$ cat src/verilog/line_ctl_pkg.sv
// Constants, register map and types for the serial line-control block
package line_ctl_pkg;

  // ==========================================================
  // Register offsets (byte addresses)
  localparam logic [7:0] OFS_FLOW_MODE   = 8'h00;
  localparam logic [7:0] OFS_PIN_MODE    = 8'h04;
  localparam logic [7:0] OFS_PIN_DIR     = 8'h08;
  localparam logic [7:0] OFS_PIN_OUT     = 8'h0C;
  localparam logic [7:0] OFS_RESUME_CHAR = 8'h10;
  localparam logic [7:0] OFS_PAUSE_CHAR  = 8'h14;
  localparam logic [7:0] OFS_TURNAROUND  = 8'h18;
  localparam logic [7:0] OFS_STATUS      = 8'h1C;

  // ==========================================================
  // Reset values
  localparam logic [3:0] RST_FLOW_MODE   = 4'h0;
  localparam logic [3:0] RST_PIN_MODE    = 4'h0;
  localparam logic [5:0] RST_PIN_DIR     = 6'h00;
  localparam logic [5:0] RST_PIN_OUT     = 6'h00;
  localparam logic [7:0] RST_RESUME_CHAR = 8'h11;
  localparam logic [7:0] RST_PAUSE_CHAR  = 8'h13;
  localparam logic [3:0] RST_TURNAROUND  = 4'h0;

  // ==========================================================
  // Field values and positions
  localparam logic [2:0] FLOW_HW       = 3'h1;
  localparam logic [2:0] FLOW_SW       = 3'h2;
  localparam logic [2:0] FLOW_MD_FREE  = 3'h3;
  localparam logic [2:0] FLOW_MD_MATCH = 3'h4;
  localparam int         FLOW_HDX_BIT  = 3;
  localparam logic [2:0] PIN_REQ_CLR   = 3'h1;
  localparam logic [2:0] PIN_RDY_SET   = 3'h2;
  localparam logic [2:0] PIN_DIR_A     = 3'h3;
  localparam logic [2:0] PIN_DIR_B     = 3'h4;
  localparam int         PIN_POL_BIT   = 3;
  localparam int         PIN_REQ       = 5;
  localparam int         PIN_CLR       = 4;
  localparam int         PIN_RDY       = 3;
  localparam int         PIN_SET       = 2;
  localparam int         PIN_WAKE      = 0;
  localparam int         ST_RTS_HOLD   = 6;
  localparam int         ST_PAUSED     = 7;
  localparam int         ST_MATCHED    = 8;
  localparam int         ST_RX_BLOCKED = 9;
  localparam int         ST_SUSPENDED  = 10;
  localparam int         ST_DIR_ACTIVE = 11;

  // ==========================================================
  // Timing
  localparam int unsigned CLK_PERIOD_NS       = 4;
  localparam int unsigned SUSPEND_IDLE_MS     = 3;
  localparam int unsigned WAKE_GUARD_MS       = 5;
  localparam int unsigned SUSPEND_IDLE_CYCLES = SUSPEND_IDLE_MS * 1000000 / CLK_PERIOD_NS;
  localparam int unsigned WAKE_GUARD_CYCLES   = WAKE_GUARD_MS * 1000000 / CLK_PERIOD_NS;
  localparam int          SUSP_CNT_W          = 21;
  localparam int          RTS_HEADROOM        = 32;

  // ==========================================================
  // Types
  typedef enum logic [1:0] {DIR_IDLE, DIR_DRIVE, DIR_HOLD} dir_state_e;

  typedef struct packed {
    logic pending;                     // Character waiting to start
    logic busy;                        // Character on the line
  } tx_status_s;

  typedef struct packed {
    logic       valid;                 // One-cycle strobe
    logic [8:0] data;                  // Bit 8 is ninth or parity bit
  } rx_char_s;

  typedef struct packed {
    logic [5:0]            s1;
    logic [5:0]            s2;
    logic [5:0]            s3;
    logic [5:0]            pins;
    logic [3:0]            flow_mode;
    logic [3:0]            pin_mode;
    logic [5:0]            pin_dir;
    logic [5:0]            pin_out;
    logic [7:0]            resume_char;
    logic [7:0]            pause_char;
    logic [3:0]            turnaround;
    logic                  dphase_wr;
    logic [7:0]            dphase_addr;
    logic [31:0]           rdata;
    logic                  rts_hold;
    logic                  paused;
    logic                  matched;
    logic                  rx_blocked;
    dir_state_e            dir_st;
    logic [3:0]            dir_cnt;
    logic                  suspended;
    logic                  guard_done;
    logic [SUSP_CNT_W-1:0] susp_cnt;
    logic                  wake_req;
  } state_s;

endpackage

$ cat src/verilog/uart_flow_line_control.sv
// Flow control, pin roles, transceiver direction, address filter and suspend logic
//
// Design decisions made here: the AHB-Lite register port and the register addresses.
`timescale 1ns/1ps
module uart_flow_line_control #(
  parameter int unsigned IDLE_CYCLES  = line_ctl_pkg::SUSPEND_IDLE_CYCLES,
  parameter int unsigned GUARD_CYCLES = line_ctl_pkg::WAKE_GUARD_CYCLES,
  parameter int          RX_DEPTH     = 384,
  parameter int          FILL_W       = 9
) (
  input  wire logic                     hclk,
  input  wire logic                     hresetn,
  input  wire logic                     hsel,
  input  wire logic [31:0]              haddr,
  input  wire logic [1:0]               htrans,
  input  wire logic                     hwrite,
  input  wire logic [2:0]               hsize,
  input  wire logic [31:0]              hwdata,
  input  wire logic                     hready,
  output logic                          hreadyout,
  output logic                          hresp,
  output logic [31:0]                   hrdata,
  input  wire logic [5:0]               gpio_in,
  output logic [5:0]                    gpio_out,
  output logic [5:0]                    gpio_oe,
  input  wire line_ctl_pkg::tx_status_s tx_stat,
  input  wire line_ctl_pkg::rx_char_s   rx_in,
  input  wire logic                     bit_tick,
  input  wire logic [FILL_W-1:0]        rx_fill,
  output logic                          tx_allow,
  output logic                          rx_store,
  input  wire logic                     usb_activity,
  input  wire logic                     wake_cap,
  input  wire logic                     host_wake_en,
  output logic                          suspended,
  output logic                          remote_wake
);
  import line_ctl_pkg::*;

  localparam logic [FILL_W-1:0]     RTS_HI     = FILL_W'(RX_DEPTH - RTS_HEADROOM);
  localparam logic [FILL_W-1:0]     RTS_LO     = FILL_W'(RX_DEPTH / 2);
  localparam logic [SUSP_CNT_W-1:0] IDLE_LAST  = SUSP_CNT_W'(IDLE_CYCLES - 1);
  localparam logic [SUSP_CNT_W-1:0] GUARD_LAST = SUSP_CNT_W'(GUARD_CYCLES - 1);

  state_s st;
  state_s next_st;

  logic [2:0]  flow_sel;
  logic [2:0]  pin_sel;
  logic        hw_flow;
  logic        sw_flow;
  logic        md_mode;
  logic        rs485;
  logic        clr_n;
  logic        dir_level;
  logic        rx_ok;
  logic        addr_hit;
  logic        wake_fall;
  logic        addr_phase;
  logic [31:0] status_word;

  // ==========================================================
  // Mode decode
  assign flow_sel = st.flow_mode[2:0];
  assign pin_sel  = st.pin_mode[2:0];
  assign sw_flow  = (flow_sel == FLOW_SW);
  assign hw_flow  = (flow_sel == FLOW_HW) &&
                    ((pin_sel == PIN_REQ_CLR) || (pin_sel == PIN_RDY_SET));
  assign md_mode  = (flow_sel == FLOW_MD_FREE) || (flow_sel == FLOW_MD_MATCH);
  assign rs485    = (pin_sel == PIN_DIR_A) || (pin_sel == PIN_DIR_B);

  // Clear input of the active pin pair, active low
  assign clr_n = (pin_sel == PIN_RDY_SET) ? st.pins[PIN_SET] : st.pins[PIN_CLR];

  // Direction level with optional inversion
  assign dir_level = (st.dir_st != DIR_IDLE) ^ st.pin_mode[PIN_POL_BIT];

  // ==========================================================
  // Receive path qualification
  assign rx_ok    = rx_in.valid && !(st.flow_mode[FLOW_HDX_BIT] && tx_stat.busy);
  assign addr_hit = (rx_in.data[7:0] == st.resume_char) ||
                    (rx_in.data[7:0] == st.pause_char);
  assign rx_store = rx_ok && !(md_mode && (rx_in.data[8] || st.rx_blocked));

  // ==========================================================
  // Transmit gate: only the start of a character is held back
  always_comb begin
    tx_allow = 1'b1;
    if (hw_flow && clr_n) begin
      tx_allow = 1'b0;
    end
    if (sw_flow && st.paused) begin
      tx_allow = 1'b0;
    end
    if ((flow_sel == FLOW_MD_MATCH) && !st.matched) begin
      tx_allow = 1'b0;
    end
    if (rs485 && (st.dir_st == DIR_IDLE)) begin
      tx_allow = 1'b0;
    end
  end

  // ==========================================================
  // Pin roles and drive
  always_comb begin
    gpio_oe  = st.pin_dir;
    gpio_out = st.pin_out;
    case (pin_sel)
      PIN_REQ_CLR: begin
        gpio_oe[PIN_REQ]  = 1'b1;
        gpio_out[PIN_REQ] = hw_flow && st.rts_hold;
        gpio_oe[PIN_CLR]  = 1'b0;
      end
      PIN_RDY_SET: begin
        gpio_oe[PIN_RDY]  = 1'b1;
        gpio_out[PIN_RDY] = hw_flow && st.rts_hold;
        gpio_oe[PIN_SET]  = 1'b0;
      end
      PIN_DIR_A, PIN_DIR_B: begin
        gpio_oe[PIN_REQ]  = 1'b1;
        gpio_out[PIN_REQ] = dir_level;
      end
      default: begin
      end
    endcase
  end

  // ==========================================================
  // Bus side
  assign addr_phase = hsel && hready && htrans[1];
  assign hreadyout  = 1'b1;
  assign hresp      = 1'b0;
  assign hrdata     = st.rdata;
  assign suspended  = st.suspended;
  assign remote_wake = st.wake_req;
  assign wake_fall  = st.pins[PIN_WAKE] && (st.s2[PIN_WAKE] == st.s3[PIN_WAKE]) &&
                      !st.s2[PIN_WAKE];

  // Status word
  always_comb begin
    status_word                = 32'h0000_0000;
    status_word[5:0]           = st.pins;
    status_word[ST_RTS_HOLD]   = st.rts_hold;
    status_word[ST_PAUSED]     = st.paused;
    status_word[ST_MATCHED]    = st.matched;
    status_word[ST_RX_BLOCKED] = st.rx_blocked;
    status_word[ST_SUSPENDED]  = st.suspended;
    status_word[ST_DIR_ACTIVE] = (st.dir_st != DIR_IDLE);
  end

  // ==========================================================
  // Next-state logic
  always_comb begin
    next_st = st;

    // Pin synchroniser; a change counts when stages two and three agree
    next_st.s1 = gpio_in;
    next_st.s2 = st.s1;
    next_st.s3 = st.s2;
    for (int i = 0; i < 6; i++) begin
      if (st.s2[i] == st.s3[i]) begin
        next_st.pins[i] = st.s2[i];
      end
    end

    // Address phase capture and read data
    next_st.dphase_wr = addr_phase && hwrite;
    if (addr_phase) begin
      next_st.dphase_addr = haddr[7:0];
    end
    if (addr_phase && !hwrite) begin
      if (haddr[7:0] == OFS_FLOW_MODE) begin
        next_st.rdata = {28'h0000000, st.flow_mode};
      end else if (haddr[7:0] == OFS_PIN_MODE) begin
        next_st.rdata = {28'h0000000, st.pin_mode};
      end else if (haddr[7:0] == OFS_PIN_DIR) begin
        next_st.rdata = {26'h0, st.pin_dir};
      end else if (haddr[7:0] == OFS_PIN_OUT) begin
        next_st.rdata = {26'h0, st.pin_out};
      end else if (haddr[7:0] == OFS_RESUME_CHAR) begin
        next_st.rdata = {24'h000000, st.resume_char};
      end else if (haddr[7:0] == OFS_PAUSE_CHAR) begin
        next_st.rdata = {24'h000000, st.pause_char};
      end else if (haddr[7:0] == OFS_TURNAROUND) begin
        next_st.rdata = {28'h0000000, st.turnaround};
      end else if (haddr[7:0] == OFS_STATUS) begin
        next_st.rdata = status_word;
      end else begin
        next_st.rdata = 32'h0000_0000;
      end
    end

    // Data phase write
    if (st.dphase_wr) begin
      if (st.dphase_addr == OFS_FLOW_MODE) begin
        next_st.flow_mode = hwdata[3:0];
      end else if (st.dphase_addr == OFS_PIN_MODE) begin
        next_st.pin_mode = hwdata[3:0];
      end else if (st.dphase_addr == OFS_PIN_DIR) begin
        next_st.pin_dir = hwdata[5:0];
      end else if (st.dphase_addr == OFS_PIN_OUT) begin
        next_st.pin_out = hwdata[5:0];
      end else if (st.dphase_addr == OFS_RESUME_CHAR) begin
        next_st.resume_char = hwdata[7:0];
      end else if (st.dphase_addr == OFS_PAUSE_CHAR) begin
        next_st.pause_char = hwdata[7:0];
      end else if (st.dphase_addr == OFS_TURNAROUND) begin
        next_st.turnaround = hwdata[3:0];
      end
    end

    // Request line hysteresis on receive fill level
    if (rx_fill >= RTS_HI) begin
      next_st.rts_hold = 1'b1;
    end else if (rx_fill <= RTS_LO) begin
      next_st.rts_hold = 1'b0;
    end

    // In-band pause and resume
    if (sw_flow && rx_ok) begin
      if (rx_in.data[7:0] == st.pause_char) begin
        next_st.paused = 1'b1;
      end else if (rx_in.data[7:0] == st.resume_char) begin
        next_st.paused = 1'b0;
      end
    end

    // Multidrop address filter
    if (md_mode && rx_ok && rx_in.data[8]) begin
      next_st.matched    = addr_hit;
      next_st.rx_blocked = !addr_hit;
    end

    // Transceiver direction sequencing
    case (st.dir_st)
      DIR_IDLE: begin
        if (rs485 && tx_stat.pending) begin
          next_st.dir_st = DIR_DRIVE;
        end
      end
      DIR_DRIVE: begin
        if (!tx_stat.pending && !tx_stat.busy) begin
          next_st.dir_cnt = 4'h0;
          if (st.turnaround == 4'h0) begin
            next_st.dir_st = DIR_IDLE;
          end else begin
            next_st.dir_st = DIR_HOLD;
          end
        end
      end
      DIR_HOLD: begin
        if (tx_stat.pending) begin
          next_st.dir_st = DIR_DRIVE;
        end else if (bit_tick) begin
          if (st.dir_cnt + 4'h1 >= st.turnaround) begin
            next_st.dir_st = DIR_IDLE;
          end else begin
            next_st.dir_cnt = st.dir_cnt + 4'h1;
          end
        end
      end
      default: begin
        next_st.dir_st = DIR_IDLE;
      end
    endcase
    if (!rs485) begin
      next_st.dir_st = DIR_IDLE;
    end

    // Suspend detection and wakeup guard
    next_st.wake_req = 1'b0;
    if (usb_activity) begin
      next_st.susp_cnt   = '0;
      next_st.suspended  = 1'b0;
      next_st.guard_done = 1'b0;
    end else if (!st.suspended) begin
      if (st.susp_cnt == IDLE_LAST) begin
        next_st.suspended = 1'b1;
        next_st.susp_cnt  = '0;
      end else begin
        next_st.susp_cnt = st.susp_cnt + 1'b1;
      end
    end else if (!st.guard_done) begin
      if (st.susp_cnt == GUARD_LAST) begin
        next_st.guard_done = 1'b1;
      end else begin
        next_st.susp_cnt = st.susp_cnt + 1'b1;
      end
    end else begin
      next_st.wake_req = wake_fall && !st.pin_dir[PIN_WAKE] &&
                         wake_cap && host_wake_en;
    end
  end

  // ==========================================================
  // State register
  always_ff @(posedge hclk or negedge hresetn) begin
    if (!hresetn) begin
      st             <= '0;
      st.s1          <= 6'h3F;
      st.s2          <= 6'h3F;
      st.s3          <= 6'h3F;
      st.pins        <= 6'h3F;
      st.flow_mode   <= RST_FLOW_MODE;
      st.pin_mode    <= RST_PIN_MODE;
      st.pin_dir     <= RST_PIN_DIR;
      st.pin_out     <= RST_PIN_OUT;
      st.resume_char <= RST_RESUME_CHAR;
      st.pause_char  <= RST_PAUSE_CHAR;
      st.turnaround  <= RST_TURNAROUND;
      st.dir_st      <= DIR_IDLE;
    end else begin
      st <= next_st;
    end
  end
endmodule

$ cat config.mk
export PLATFORM = sky130hd
export DESIGN_NAME = uart_flow_line_control
export DESIGN_NICKNAME = d
export VERILOG_FILES = /design/src/verilog/line_ctl_pkg.sv /design/src/verilog/uart_flow_line_control.sv
export SDC_FILE = /design/constraint.sdc
export NUM_CORES = 1
export LEC_CHECK = 0
export ABC_AREA = 1
export BUFFER_PORTS_ARGS = -buffer_cell sky130_fd_sc_hd__buf_2
export CAP_MARGIN = 15
export CORE_UTILIZATION = 54
export DETAILED_ROUTE_END_ITERATION = 8
export GPL_ROUTABILITY_DRIVEN = 0
export GPL_TIMING_DRIVEN = 0
export PLACE_DENSITY = 0.8
export SKIP_CTS_REPAIR_TIMING = 1
export SLEW_MARGIN = 20
export SYNTH_ARGS = -nofsm -noshare
export SYNTH_HDL_FRONTEND = slang
export SYNTH_SLANG_ARGS = --single-unit
$ cat constraint.sdc
create_clock -name hclk -period 2.1 [get_ports hclk]
set_input_delay 0 -clock hclk [delete_from_list [all_inputs] [get_ports hclk]]
set_output_delay 0 -clock hclk [all_outputs]
set_load 0.05 [all_outputs]
==> results.py, run 1 <==
metrics = {
    "floorplanning": {
        "die_width_um": 112,
        "num_rows": 39,
        "coreArea_mm2": 0.0116,
        "initial_core_util_pct": 56.3,
        "die_area_mm2": 0.0126,
        "io_pins": 155,
        "fp.dieH_um": 112,
    },
    "logic_synthesis": {
        "postSynthCellCount": 813,
        "ys_types": 47,
        "yosys_most_used_dff": "dfrtp_1",
        "ys_ff_latch": 119,
        "syn-mean-instance-area_um2": 8.04,
        "yosys_warnings": 0,
        "ys_seq_area_share_pct": 46.1,
        "synth_area_mm2": 0.00654,
        "async_flop_share_pct": 100,
        "synth-edff-count": 0,
    },
    "timing": {
        "rsz0062_at_grt": "false",
        "post-route-period-util_pct": 93.2,
        "worstMarginPinSlew_ns": 0.534,
        "drv_slew": 0,
        "fin_crit_ns": 1.96,
        "setup_viol": 0,
        "max_slew_margin_pct": 64.2,
        "skew_ns": 0.00563,
        "fmax_ghz": 0.511,
        "hold_viol": 3,
        "whs_ns": -0.0124,
    },
    "detailed_routing": {
        "dr.first_iter.drc_count": 448,
        "drt-total-wl_um": 16400,
        "drtPass1Iterations": 8,
        "vias_per_cell": 5.33,
        "ant_nets": 0,
        "vias": 5957,
        "wl_per_cell_um": 14.7,
        "drc": 9,
    },
    "worst_setup_path": {
        "path_cells": "inv_1 -> nand3_1 -> inv_1 -> o21ai_0 -> a21oi_1 -> a211oi_1 -> buf_4",
        "r2r_start": "st[24]",
        "reg2reg_depth": 10,
        "rr_endpoint": "st[25]",
        "slowest_delay_ns": 0.42,
        "path_class": "reg2out",
        "cp.required_ns": 2.10,
        "worst_ep_arrival_time_ns": 1.96,
        "slowest_stage": "dfrtp_1",
        "startpoint_type": "flop",
        "reg2reg_slack_ns": 0.15,
        "path_buf_inv": 3,
        "crit_family": "compound AO/OA/AOI/OAI gates",
        "endpoint_kind": "output pin",
        "timing.critical_path.mode_cell": "inv_1",
        "worst-path-max-fanout": 5,
    },
    "cells_and_area": {
        "final_area_mm2": 0.00812,
        "nNetsFinal": 1072,
        "mostFrequentLayoutCell": "nand2_1",
        "drive_gt1_share_pct": 22.3,
        "final_cell_mix": "nand2_1 (191), dfrtp_1 (90), inv_1 (85), buf_2 (84), nor2_1 (81)",
        "area_delta_synth_final_pct": 24.1,
        "n_antenna_cell": 0,
    },
    "run": {
        "drv_cap": 0,
    },
    "grt": {
        "track_usage_pct": 26.8,
        "grt_pass1_wl_um": 25900,
        "grt_pass1_vias": 5345,
        "grt_max_degree": 68,
        "overflow": 0,
        "antenna_found_initial": 0,
    },
    "power": {
        "powerDensity_mw_per_mm2": 820,
        "power.total_uw": 6660,
        "ir_drop_uv": 624,
        "cellLeakagePower_uw": 0.00401,
    },
    "placed_design": {
        "place_hpwl_um": 11500,
        "port_buffers": 80,
        "detailed_place.area_mm2": 0.00723,
    },
    "status": {
        "violations": "DRC, hold timing",
        "status": "finished with violations",
    },
    "min_path": {
        "hp-class": "in2reg",
        "hp-start": "bit_tick",
        "min_to": "st[29]",
        "hold_path_depth": 6,
    },
    "cts": {
        "clk_path_buf_depth": 2,
        "h-tree-depth": 4,
        "cts_sinks": 119,
        "clock_latency_ns": 0.43,
        "clkTransAtPathRegs_ns": 0.05,
        "cts_tree": "built",
        "cts_buffers": 17,
        "cts_root_buffer": "clkbuf_16",
    },
}
## cells in the mapped netlist (9+ instances only)
library cell	count	area share, %
a21oi_1	23	1.8
nor3_1	16	1.2
nand3_1	47	3.6
dfrtp_1	90	34
inv_1	85	4.9
buf_4	40	4.6
o21ai_1	9	0.69
nand4_1	28	2.7
nor2_1	81	4.6
xor2_1	24	3.2
dfstp_2	29	12
o21ai_0	73	5.6
nand2_1	192	11
## per-layer routing
layer / GRT usage [%] / up-vias / wire length (µm)
met3: 5.62 / 36 / 1030
met5: 0 / - / 0
met4: 10.4 / 0 / 329
li1: - / 2901 / -
met1: 34.3 / 2787 / 6850
met2: 45.0 / 233 / 8200
## worst reg2reg max path: stages (launching register included)
cell and delay [ns]:
dfrtp_1 0.42, ha_1 0.33, ha_1 0.30, inv_1 0.07, o21bai_1 0.07, nand3_1 0.07, nand3_1 0.09, o21ai_1 0.21
nand2_2 0.13, nand2_1 0.08, o21ai_0 0.07
## stage by stage
step                      worst slack, ns  setup TNS [ns]  util, %  std cells
after floorplan                    0.0422               0        -        833
final                               0.144               0     69.9       1117
after global routing               0.0142               0     69.9       1117
after global placement             -0.381          -33.50     61.9       1056
after detailed placement            0.127               0     62.2       1057
after CTS                          0.0788               0     67.4       1089
## registers in the layout, summed over array words and instances, names as in the netlist
register / cells
st: 81
hrdata: 12
next_st: 12
gpio_out: 4
flow_sel: 3
pin_sel: 3
gpio_oe: 2
remote_wake: 1
suspended: 1
## how the worst max path moves through the flow
stage,depth (start not counted),slack (ns),from,to
global route,8,0.01,pin_sel[0],tx_allow
finish,7,0.14,pin_sel[2],tx_allow
CTS,10,0.08,st[24],st[25]
global placement,1,-0.38,hresetn,st[16]
floorplan,7,0.04,pin_sel[0],tx_allow
detailed placement,10,0.13,st[24],st[25]
## cell type report
type / instances / area (µm²)
Clock buffer: 17 / 425
Sequential cell: 119 / 3010
Tap cell: 143 / 179
Timing Repair Buffer: 109 / 717
Inverter: 87 / 329
Multi-Input combinational cell: 573 / 2890
Buffer: 54 / 383
Clock inverter: 15 / 180
Fill cell: 896 / 3500
## logic make-up (layout without fill, tap and decap cells)
logic type               count (synthesis)  count (layout)  share of synthesized area, %
flip-flops                             119             119                          46.1
AND/OR/NAND/NOR                        381             381                          25.8
buffers and inverters                  141             282                          10.9
AO/OA/AOI/OAI                          129             129                          11.2
adder cells (fa/ha/maj)                 11              11                          1.91
other                                    2              22                         0.115
XOR/XNOR                                30              30                          4.02
## power breakdown
part | leakage [µW] | switching [µW] | total (µW) | internal [µW]
logic | 0.00235 | 585 | 931 | 346
clock network | 0.000289 | 1110 | 2980 | 1870
registers | 0.00137 | 200 | 2750 | 2550
total | 0.00401 | 1900 | 6660 | 4760
Note: power is estimated with default switching activity, not from simulation.
==> run 2: changes to the inputs <==
--- a/config.mk
+++ b/config.mk
@@ -12,7 +12,7 @@
 export DETAILED_ROUTE_END_ITERATION = 8
 export GPL_ROUTABILITY_DRIVEN = 0
 export GPL_TIMING_DRIVEN = 0
-export PLACE_DENSITY = 0.8
+export PLACE_DENSITY = 0.91
 export SKIP_CTS_REPAIR_TIMING = 1
 export SLEW_MARGIN = 20
 export SYNTH_ARGS = -nofsm -noshare
==> results.py, run 2 (synthesis gave the netlist of run 1 again) <==
metrics = {
    "status": {
        "status": "finished with violations",
        "violations": "DRC, hold timing",
    },
    "grt": {
        "grt.met3_usage_pct": 7.13,
        "grt_pass1_vias": 5862,
        "grt_max_degree": 65,
        "overflow": 0,
        "grtUsageMet1_pct": 34.0,
        "grt_pass1_wl_um": 27800,
        "grt.busiest_layer": "met2",
        "track_usage_pct": 28.6,
        "met2_usage_pct": 48.1,
        "antenna_found_initial": 0,
    },
    "power": {
        "cellLeakagePower_uw": 0.00402,
        "sw_frac_of_total_pct": 27.4,
        "switching_power_uw": 1870,
        "power.total_uw": 6810,
        "clkPwrFrac_pct": 45.5,
        "seqPwrFrac_pct": 40.4,
        "internal-power_uw": 4940,
        "combPwrFrac_pct": 14.1,
        "powerDensity_mw_per_mm2": 837,
        "ir_drop_uv": 706,
    },
    "floorplanning": {
        "initial_core_util_pct": 56.3,
        "num_rows": 39,
        "die_width_um": 112,
        "die_area_mm2": 0.0126,
        "coreArea_mm2": 0.0116,
        "io_pins": 155,
        "fp.dieH_um": 112,
    },
    "timing": {
        "worstMarginPinSlew_ns": 0.663,
        "setup_slack_ns": 0.0748,
        "tns_ns": 0,
        "fmax_ghz": 0.494,
        "setup_viol": 0,
        "max_slew_margin_pct": 55.7,
        "fin_crit_ns": 2.03,
        "drv_slew": 0,
        "post-route-period-util_pct": 96.4,
        "whs_ns": -0.00973,
        "skew_ns": 0.00945,
        "hold_viol": 5,
    },
    "worst_setup_path": {
        "endpoint_kind": "output pin",
        "startpoint_type": "flop",
        "cp.required_ns": 2.10,
        "worst_ep_arrival_time_ns": 2.03,
        "worst-path-max-fanout": 4,
        "path_class": "reg2out",
    },
    "detailed_routing": {
        "drt-total-wl_um": 17300,
        "wl_per_cell_um": 15.5,
        "ant_nets": 0,
        "drc": 18,
        "vias_per_cell": 5.50,
        "drtPass1Iterations": 9,
        "dr.first_iter.drc_count": 616,
        "vias": 6149,
    },
    "placed_design": {
        "place_ws_ns": 0.0940,
        "dp_cells": 1057,
        "port_buffers": 80,
        "place_hpwl_um": 12000,
    },
    "cells_and_area": {
        "final_cell_mix": "nand2_1 (192), dfrtp_1 (90), inv_1 (85), buf_2 (83), nor2_1 (81)",
        "mostFrequentLayoutCell": "nand2_1",
        "num-fill-cells": 848,
        "drive_gt1_share_pct": 22.1,
        "seq_area_mm2": 0.00301,
        "multi_input_area_mm2": 0.00289,
        "area_delta_synth_final_pct": 24.5,
        "largest_reg_flops": 81,
        "final_cells": 1117,
        "nNetsFinal": 1071,
        "regMostFlops": "st",
    },
    "min_path": {
        "hp-class": "in2reg",
    },
    "cts": {
        "clkTransAtPathRegs_ns": 0.06,
        "h-tree-depth": 4,
        "cts_sinks": 119,
        "cts_root_buffer": "clkbuf_16",
        "clk_path_buf_depth": 2,
        "clock_latency_ns": 0.42,
        "cts_buffers": 17,
        "cts_tree": "built",
    },
    "run": {
        "drv_cap": 0,
    },
}
run 2: through the flow:
step	area (µm²)	hold slack (ns)	utilization, %
finish	8140	-0.00973	70.1
global route	8140	0.00432	70.1
CTS	7860	-0.455	67.7
detailed placement	7230	-0.0129	62.2
global placement	7190	0.104	61.9
floorplan	6610	-0.296	-
run 2: final cells by class:
type | instances | share of cell area (%)
Sequential cell | 119 | 37.0
Multi-Input combinational cell | 573 | 35.5
Timing Repair Buffer | 108 | 8.71
Clock buffer | 21 | 5.66
Buffer | 54 | 4.70
Inverter | 87 | 4.04
Tap cell | 143 | 2.20
Clock inverter | 11 | 2.11
Antenna cell | 1 | 0.0307
run 2: worst paths after layout:
| path | start | endpoint | cells after the start | slack (ns) |
|---|---|---|---|---|
| min | tx_stat[1] | st[28] | 5 | -0.01 |
| min reg2reg | next_st[130] | next_st[124] | 0 | 0.35 |
| max reg2reg | st[24] | st[26] | 10 | 0.15 |
| min in group asynchronous | hresetn | st[26] | 2 | 0.10 |
| max in group asynchronous | hresetn | next_st[131] | 3 | 1.28 |
| max | pin_sel[0] | tx_allow | 8 | 0.07 |
run 2: power by group through the flow:
stage | Combinational, µW | Sequential, µW | Clock, µW
after floorplan | 653 | 2720 | 0
after global placement | 850 | 2770 | 0
after detailed placement | 893 | 2780 | 0
after CTS | 911 | 2750 | 3130
after global routing | 1060 | 2780 | 3220
final | 959 | 2750 | 3100
run 2: per-layer routing:
layer | vias to the layer above | share of wire, %
met5 | - | 0
met4 | 0 | 3.8
met3 | 74 | 8.6
met2 | 381 | 50
met1 | 2804 | 38
li1 | 2890 | -
run 2: critical path, stage by stage (launching register included):
cell and delay [ns]:
dfrtp_1 0.40, inv_1 0.13, nor2_1 0.06, nand2_1 0.14, inv_1 0.07, o21ai_0 0.24
a21oi_1 0.11, a211oi_2 0.20, buf_4 0.24
